File: src/pkg/serial_status_pkg.sv
// Package with register map and constants of the serial status flag block
package serial_status_pkg;

    localparam logic [11:0] status_reg_off = 12'h000;
    localparam logic [11:0] control_reg_off = 12'h004;
    localparam logic [11:0] tx_data_reg_off = 12'h008;
    localparam logic [11:0] rx_data_reg_off = 12'h00C;

    localparam logic [7:0] status_reset_val = 8'h84;
    localparam logic [7:0] data_reset_val = 8'h00;

    localparam int tx_empty_pos = 7;
    localparam int rx_full_pos = 6;
    localparam int overrun_pos = 5;
    localparam int framing_pos = 4;
    localparam int parity_pos = 3;
    localparam int tx_done_pos = 2;
    localparam int rx_mp_pos = 1;
    localparam int tx_mp_pos = 0;

    localparam int tx_enable_pos = 0;
    localparam int rx_enable_pos = 1;
    localparam int sync_mode_pos = 2;
    localparam int mp_format_pos = 3;
    localparam int parity_odd_pos = 4;
    localparam int parity_en_pos = 5;

endpackage : serial_status_pkg

File: src/verilog/serial_status_flag_logic.sv
// Status flag logic of a serial channel with an APB register slave
//
// The implementer's own choices: the placing of the registers and register access over APB.
`timescale 1ns/1ps
`default_nettype none

// How it works
// - Status reads 0x84 after reset or standby
// - Software clears error and buffer flags only by read-then-0
// - Transmit-end and received mp bit are read-only
// - Tx-empty sets on load, tx disable, reset
// - Tx-empty clears by software or DMA write
// - Rx-full sets on error-free received character
// - Rx-full clears on reset, software, DMA read
// - Errors or rx disable keep rx data, rx-full
// - Overrun when rx-full set; new character discarded
// - Errors suspend receive; sync mode also transmit
// - Framing error on first stop bit low
// - Framing/parity error stores data, no rx-full
// - Parity error on count mismatch with odd select
// - Rx disable keeps error flags
// - Tx-end sets on last bit with empty, disable, reset
// - Tx-end clears with tx-empty clear or DMA write
// - Received mp bit captured in async mp format
// - Rx disable holds received mp bit
// - Tx mp bit sent only in async mp format
module serial_status_flag_logic
    import serial_status_pkg::*;
(
    input wire logic core_clk,
    input wire logic rst,
    input wire logic standby,
    input wire logic psel,
    input wire logic penable,
    input wire logic pwrite,
    input wire logic [11:0] paddr,
    input wire logic [31:0] pwdata,
    input wire logic [3:0] pstrb,
    output logic [31:0] prdata,
    output logic pready,
    output logic pslverr,
    input wire logic tx_load,
    output logic [7:0] tx_load_data,
    output logic tx_load_mp_bit,
    output logic tx_mp_bit_used,
    input wire logic tx_last_bit,
    input wire logic rx_done,
    input wire logic [7:0] rx_shift_data,
    input wire logic rx_parity_bit,
    input wire logic rx_stop_bit,
    input wire logic rx_mp_in,
    input wire logic dma_tx_write,
    input wire logic [7:0] dma_tx_data,
    input wire logic dma_rx_read,
    output logic rx_allowed,
    output logic tx_allowed,
    output logic tx_enable,
    output logic rx_enable,
    output logic sync_mode,
    output logic [7:0] rx_data,
    output logic [7:0] status
);

    logic [7:0] status_q;
    logic [5:0] control_q;
    logic [7:0] tx_data_q;
    logic [7:0] rx_data_q;
    logic [7:0] seen_one_q;
    logic tx_enable_q;
    logic [31:0] prdata_q;

    logic wr_acc;
    logic rd_acc;
    logic status_wr;
    logic status_rd;
    logic [7:0] sw_clear;
    logic rx_ok;
    logic frame_err;
    logic parity_err;
    logic any_err;
    logic tx_dis;
    logic parity_odd;
    logic mp_format;

    assign wr_acc = psel && penable && pwrite;
    assign rd_acc = psel && penable && !pwrite;
    assign status_wr = wr_acc && (paddr == status_reg_off) && pstrb[0];
    assign status_rd = rd_acc && (paddr == status_reg_off);
    assign pready = 1'b1;
    assign pslverr = 1'b0;
    assign prdata = prdata_q;

    assign tx_enable = control_q[tx_enable_pos];
    assign rx_enable = control_q[rx_enable_pos];
    assign sync_mode = control_q[sync_mode_pos];
    assign mp_format = control_q[mp_format_pos];
    assign parity_odd = control_q[parity_odd_pos];
    assign status = status_q;
    assign rx_data = rx_data_q;
    assign tx_load_data = tx_data_q;
    assign tx_dis = tx_enable_q && !tx_enable;

    // Software clear of a flag: write 0 after it was read as 1
    always_comb begin
        sw_clear = 8'h00;
        for (int i = 3; i < 8; i++) begin
            sw_clear[i] = status_wr && !pwdata[i] && seen_one_q[i];
        end
    end

    // Receive checks
    assign any_err = status_q[overrun_pos] || status_q[framing_pos] ||
        status_q[parity_pos];
    assign rx_allowed = rx_enable && !any_err;
    assign tx_allowed = tx_enable && !(sync_mode && any_err);
    assign frame_err = !sync_mode && !rx_stop_bit;
    assign parity_err = !sync_mode && control_q[parity_en_pos] &&
        ((^rx_shift_data ^ rx_parity_bit) != parity_odd);
    assign rx_ok = rx_done && rx_allowed;

    // Multiprocessor bit goes with transmit data only in async mp format
    assign tx_mp_bit_used = !sync_mode && mp_format && tx_enable;
    assign tx_load_mp_bit = tx_mp_bit_used && status_q[tx_mp_pos];

    // Record which flags software has read as 1
    always_ff @(posedge core_clk or posedge rst) begin
        if (rst) begin
            seen_one_q <= 8'h00;
        end else if (standby) begin
            seen_one_q <= 8'h00;
        end else begin
            for (int i = 3; i < 8; i++) begin
                if (status_rd && status_q[i]) begin
                    seen_one_q[i] <= 1'b1;
                end else if (sw_clear[i] || !status_q[i]) begin
                    seen_one_q[i] <= 1'b0;
                end
            end
        end
    end

    // Status flags
    always_ff @(posedge core_clk or posedge rst) begin
        if (rst) begin
            status_q <= status_reset_val;
        end else if (standby) begin
            status_q <= status_reset_val;
        end else begin
            // Transmit-empty: set wins over clear
            if (tx_load || tx_dis) begin
                status_q[tx_empty_pos] <= 1'b1;
            end else if (sw_clear[tx_empty_pos] || dma_tx_write) begin
                status_q[tx_empty_pos] <= 1'b0;
            end
            // Transmit-end follows the transmit-empty clear
            if ((tx_last_bit && status_q[tx_empty_pos]) || tx_dis) begin
                status_q[tx_done_pos] <= 1'b1;
            end else if (sw_clear[tx_empty_pos] || dma_tx_write) begin
                status_q[tx_done_pos] <= 1'b0;
            end
            // Receive-full
            if (rx_ok && !status_q[rx_full_pos] && !frame_err &&
                !parity_err) begin
                status_q[rx_full_pos] <= 1'b1;
            end else if (sw_clear[rx_full_pos] || dma_rx_read) begin
                status_q[rx_full_pos] <= 1'b0;
            end
            if (rx_ok && status_q[rx_full_pos]) begin
                status_q[overrun_pos] <= 1'b1;
            end else if (sw_clear[overrun_pos]) begin
                status_q[overrun_pos] <= 1'b0;
            end
            if (rx_ok && !status_q[rx_full_pos] && frame_err) begin
                status_q[framing_pos] <= 1'b1;
            end else if (sw_clear[framing_pos]) begin
                status_q[framing_pos] <= 1'b0;
            end
            if (rx_ok && !status_q[rx_full_pos] && parity_err) begin
                status_q[parity_pos] <= 1'b1;
            end else if (sw_clear[parity_pos]) begin
                status_q[parity_pos] <= 1'b0;
            end
            if (rx_ok && !sync_mode && mp_format) begin
                status_q[rx_mp_pos] <= rx_mp_in;
            end
            if (status_wr) begin
                status_q[tx_mp_pos] <= pwdata[tx_mp_pos];
            end
        end
    end

    // Receive data register keeps old data on overrun
    always_ff @(posedge core_clk or posedge rst) begin
        if (rst) begin
            rx_data_q <= data_reset_val;
        end else if (rx_ok && !status_q[rx_full_pos]) begin
            rx_data_q <= rx_shift_data;
        end
    end

    // Control and transmit data registers
    always_ff @(posedge core_clk or posedge rst) begin
        if (rst) begin
            control_q <= 6'h00;
            tx_data_q <= data_reset_val;
            tx_enable_q <= 1'b0;
        end else begin
            tx_enable_q <= tx_enable;
            if (wr_acc && paddr == control_reg_off && pstrb[0]) begin
                control_q <= pwdata[5:0];
            end
            if (dma_tx_write) begin
                tx_data_q <= dma_tx_data;
            end else if (wr_acc && paddr == tx_data_reg_off && pstrb[0]) begin
                tx_data_q <= pwdata[7:0];
            end
        end
    end

    // APB read data, registered in the setup cycle
    always_ff @(posedge core_clk or posedge rst) begin
        if (rst) begin
            prdata_q <= 32'h0000_0000;
        end else if (psel && !penable && !pwrite) begin
            unique case (paddr)
                status_reg_off: prdata_q <= {24'h00_0000, status_q};
                control_reg_off: prdata_q <= {26'h000_0000, control_q};
                tx_data_reg_off: prdata_q <= {24'h00_0000, tx_data_q};
                rx_data_reg_off: prdata_q <= {24'h00_0000, rx_data_q};
                default: prdata_q <= 32'h0000_0000;
            endcase
        end
    end

    a_reset_value: assert property (
        @(posedge core_clk) disable iff (rst)
        $rose(standby) |=> status_q == status_reset_val)
        else $error("status not 0x84 after standby");

    a_standby_hold: assert property (
        @(posedge core_clk) disable iff (rst)
        standby |=> status_q == status_reset_val)
        else $error("status not held during standby");

    a_no_set_write: assert property (
        @(posedge core_clk) disable iff (rst)
        (status_wr && !standby && !rx_done && !status_q[rx_full_pos])
        |=> !status_q[rx_full_pos])
        else $error("rx full set by write");

    a_ro_bits: assert property (
        @(posedge core_clk) disable iff (rst)
        (status_wr && !rx_ok && !tx_last_bit && !tx_dis && !standby &&
        !sw_clear[tx_empty_pos] && !dma_tx_write) |=> $stable(status_q[2:1]))
        else $error("read-only status bits written");

    a_tx_empty_set: assert property (
        @(posedge core_clk) disable iff (rst)
        tx_load |=> status_q[tx_empty_pos])
        else $error("tx empty not set on load");

    a_tx_disable: assert property (
        @(posedge core_clk) disable iff (rst)
        tx_dis |=> status_q[tx_empty_pos] && status_q[tx_done_pos])
        else $error("tx flags not set on tx disable");

    a_dma_clear: assert property (
        @(posedge core_clk) disable iff (rst)
        (dma_tx_write && !tx_load && !tx_dis && !standby) |=>
        !status_q[tx_empty_pos] && !status_q[tx_done_pos])
        else $error("dma write did not clear tx flags");

    a_sw_tx_clear: assert property (
        @(posedge core_clk) disable iff (rst)
        (sw_clear[tx_empty_pos] && !tx_load && !tx_dis && !standby) |=>
        !status_q[tx_empty_pos] && !status_q[tx_done_pos])
        else $error("software clear missed tx flags");

    a_rx_full_set: assert property (
        @(posedge core_clk) disable iff (rst)
        (rx_ok && !status_q[rx_full_pos] && !frame_err && !parity_err &&
        !standby) |=> status_q[rx_full_pos] && rx_data_q == $past(rx_shift_data))
        else $error("rx full not set on good character");

    a_rx_full_clear: assert property (
        @(posedge core_clk) disable iff (rst)
        (dma_rx_read && !rx_ok && !standby) |=> !status_q[rx_full_pos])
        else $error("dma read did not clear rx full");

    a_rx_data_hold: assert property (
        @(posedge core_clk) disable iff (rst)
        !rx_ok |=> $stable(rx_data_q))
        else $error("rx data changed without a character");

    a_overrun_keep: assert property (
        @(posedge core_clk) disable iff (rst)
        (rx_ok && status_q[rx_full_pos] && !standby) |=>
        status_q[overrun_pos] && $stable(rx_data_q))
        else $error("overrun not flagged");

    a_err_block: assert property (
        @(posedge core_clk) disable iff (rst)
        any_err |-> !rx_allowed)
        else $error("receive allowed with error");

    a_tx_suspend: assert property (
        @(posedge core_clk) disable iff (rst)
        (sync_mode && any_err) |-> !tx_allowed)
        else $error("sync transmit allowed with error");

    a_frame_no_full: assert property (
        @(posedge core_clk) disable iff (rst)
        (rx_ok && frame_err && !status_q[rx_full_pos] && !standby) |=>
        status_q[framing_pos] && !status_q[rx_full_pos])
        else $error("framing error handling wrong");

    a_parity_set: assert property (
        @(posedge core_clk) disable iff (rst)
        (rx_ok && parity_err && !status_q[rx_full_pos] && !standby) |=>
        status_q[parity_pos] && !status_q[rx_full_pos])
        else $error("parity error handling wrong");

    a_err_keep: assert property (
        @(posedge core_clk) disable iff (rst)
        (!rx_enable && !sw_clear[overrun_pos] && !standby) |=>
        $stable(status_q[overrun_pos]))
        else $error("overrun changed while rx disabled");

    a_tx_complete_flag_set: assert property (
        @(posedge core_clk) disable iff (rst)
        (tx_last_bit && status_q[tx_empty_pos]) |=> status_q[tx_done_pos])
        else $error("tx end not set");

    a_rx_mp_capture: assert property (
        @(posedge core_clk) disable iff (rst)
        (rx_ok && !sync_mode && mp_format && !standby) |=>
        status_q[rx_mp_pos] == $past(rx_mp_in))
        else $error("received mp bit not captured");

    a_rx_mp_hold: assert property (
        @(posedge core_clk) disable iff (rst)
        (!rx_enable && !standby) |=> $stable(status_q[rx_mp_pos]))
        else $error("received mp bit changed while rx disabled");

    a_tx_mp_gate: assert property (
        @(posedge core_clk) disable iff (rst)
        (sync_mode || !mp_format) |-> !tx_mp_bit_used && !tx_load_mp_bit)
        else $error("tx mp bit used outside async mp format");

    a_clear_needs_read: assert property (
        @(posedge core_clk) disable iff (rst)
        (status_wr && !pwdata[rx_full_pos] && !seen_one_q[rx_full_pos] &&
        status_q[rx_full_pos] && !dma_rx_read && !standby) |=>
        status_q[rx_full_pos])
        else $error("rx full cleared without prior read");

    a_set_beats_clear: assert property (
        @(posedge core_clk) disable iff (rst)
        (tx_load && sw_clear[tx_empty_pos]) |=> status_q[tx_empty_pos])
        else $error("clear won over tx empty set");

endmodule : serial_status_flag_logic

`default_nettype wire

File: config.mk
export PLATFORM = sky130hd
export DESIGN_NAME = serial_status_flag_logic
export DESIGN_NICKNAME = d
export VERILOG_FILES = /design/src/pkg/serial_status_pkg.sv /design/src/verilog/serial_status_flag_logic.sv
export SDC_FILE = /design/constraint.sdc
export NUM_CORES = 1
export LEC_CHECK = 0
export BUFFER_PORTS_ARGS = -buffer_cell sky130_fd_sc_hd__buf_2
export CORE_ASPECT_RATIO = 0.8
export CORE_UTILIZATION = 40
export CTS_CLUSTER_SIZE = 14
export DETAILED_ROUTE_END_ITERATION = 12
export PLACE_DENSITY = 0.72
export SYNTH_ARGS = -nofsm -noshare
export SYNTH_HDL_FRONTEND = slang
export SYNTH_SLANG_ARGS = --single-unit
File: constraint.sdc
create_clock -name core_clk -period 2.7 [get_ports core_clk]
set_input_delay 0.54 -clock core_clk [delete_from_list [all_inputs] [get_ports core_clk]]
set_output_delay 0.54 -clock core_clk [all_outputs]
set_load 0.02 [all_outputs]
==> reports/qor.yml <==
ys_ff_latch: 44
placed_cells: 387
tightestPinTransition_ps: 549
postRouteAntennaNets: 0
internal-power_mw: 0.949
leakage_nw: 1.56
wl_mm: 6.10
drtIter0Drc: 122
area_growth_pct: 21.5
initial_core_util: 0.418
numPortBuffers: 89
num_rows: 25
yosysWarnings: 0
gp_congestion: 0.827
yosys.cell_types.count: 40
post_cts_buffers: 0
hold_viol_final: 0
cts_htree_levels: 2
hp-class: "in -> async"
cts_root_buf: "clkbuf_8"
num_vias: 1961
sw_frac_of_total: 0.273
synthFlopType: "dfrtp_1"
synth.top_cells.by_count: "dfrtp_1 (42), buf_4 (26), mux2_2 (21), nand2_1 (17), o21ai_0 (14)"
grt_max_degree: 45
endpoint_kind: "flip-flop"
synthArstFlopShare: 1.00
cts_tree: "built"
n_fill_cell: 561
timing.setup.tns_ps: 0
maxSlewHeadroom: 0.634
coreArea_mm2: 0.00594
power_density_mw_per_mm2: 433
setup_viol: 0
crit_type: "in -> reg"
first_global_vias: 2011
fin_util: 0.508
peakVddDrop_mv: 0.265
drc: 0
p_comb_frac: 0.172
instances_no_fill: 394
fin_crit_sh: 0.801
dpl_cell_area_mm2: 0.00294
dp_hpwl_mm: 4.77
final_layout_size_suffix_gt1_frac: 0.460
cp_data_arrival_time_ps: 2350
ios: 143
avgSynthCellArea_um2: 11.3
syn_inst: 220
diodes: 0
synth_largest_area_cell: "dfrtp_1"
final_area_mm2: 0.00302
status: "finished, final reports clean"
wl_per_cell_um: 15.5
overflow: 0
yosysSeqAreaShare: 0.444
reg2reg_slack_ps: 910
die_h_um: 72.5
clock_path_buffers: 2
p_sw_mw: 0.356
cts.clk_slew.worst_paths_ps: 80
skew_ps: 4.99
netlist_area_mm2: 0.00248
cts_resized: 0
rsz0062_at_grt: "false"
crit_required_ps: 2880
drv_slew: 0
maxCapViolCount: 0
pwr-share-clk: 0.300
min_period_ps: 2160
synth_most_common_cell: "dfrtp_1"
cts.sinks: 44
synth_area_leaders: "dfrtp_1 (42%), mux2_2 (9.5%), buf_4 (7.9%)"
path_max_fanout: 6
p_seq_frac: 0.528
dr.pass1.iters: 4
cts_buffers: 5
nets: 391
antenna_found_initial: 0
ctsHoldBuffers: 0
die_area_mm2: 0.00653
synth_edf_count: 0
synth.top_cell.area_share: 0.423
die_width_um: 90.1
grtUsageTotal: 0.202
start_kind: "primary input"
fin_ws_ps: 538
viasPerCell: 4.98
dp_slack_ps: 213
grt_pass1_wl_mm: 10.1
clk_latency_ps: 300
max_freq_ghz: 0.463
## layout make-up
cell class	instances	area (um^2)	area share
inverter	5	18.8	0.00622
clock buffer	6	72.6	0.0240
tap	81	101	0.0336
timing repair buffer	96	498	0.165
sequential	44	1100	0.366
clock inverter	1	5.00	0.00166
multi-input combinational	161	1220	0.404
## critical path, stage by stage
cell and delay (ps):
buf_2 100, nor4_2 290, nand3_2 120, or4_1 520
buf_4 210, mux2_4 300, mux2_2 260
## per-stage QoR
step,power [mW],hold slack (ps)
6_report,1.31,384
5_1_grt,1.36,463
4_1_cts,1.32,401
3_5_place_dp,0.928,475
3_3_place_gp,0.925,457
2_1_floorplan,0.872,490
## flip-flops by register name, summed over array words and instances (netlist names)
name and count:
rx_data 8, seen_one_q 5, prdata 8, status 8, tx_enable_q 1, tx_load_data 8, control_q 6
## cell families (layout without fill, tap and decap cells)
kind of cell    Yosys count  in the layout  synth area share
flops                    44             44             0.444
compound gates           31             31            0.0715
buf+inv                  39            108             0.101
mux                      39             39             0.214
simple gates             57             57             0.132
other cells               2             26           0.00302
xor+xnor                  8              8            0.0338
## layer usage
layer / vias to the layer above / part of all wire / global-route usage
met5: - / 0 / 0
met2: 94 / 0.46 / 0.330
met1: 945 / 0.45 / 0.266
met3: 10 / 0.082 / 0.0493
met4: 0 / 0.015 / 0.0663
li1: 912 / - / -
## final timing paths
check                                  from              end  depth (start not counted)
min in group core_clk           rx_stop_bit        status[4]                          2
worst max-delay path               paddr[9]  tx_load_data[5]                          7
max in group asynchronous               rst  tx_load_data[3]                          3
worst min register to register    prdata[5]        prdata[5]                          2
worst max register to register    status[4]        status[4]                          4
worst min-delay path                    rst  tx_load_data[7]                          3
## layout by cell type (no fill, tap or decap), types with 3 or more instances in the layout
cell      count
clkbuf_8      5
a21oi_1       7
mux2i_1       4
mux2_4        8
inv_1         5
dfrtp_1      42
nor2_1        8
nand2_1      17
conb_1       26
o22ai_1       3
nand3_1       3
nor3b_1       5
nand2b_1      7
mux4_2        6
buf_2        89
buf_4         7
o21ai_0      14
mux2_2       21
xnor2_1       5
## power groups by stage
stage	Combinational, mW	Clock [mW]	Sequential, mW
2_1_floorplan	0.158	0	0.715
3_3_place_gp	0.225	0	0.700
3_5_place_dp	0.226	0	0.702
4_1_cts	0.228	0.402	0.689
5_1_grt	0.245	0.425	0.691
6_report	0.225	0.391	0.689
Note: power is estimated with default switching activity, not from simulation.
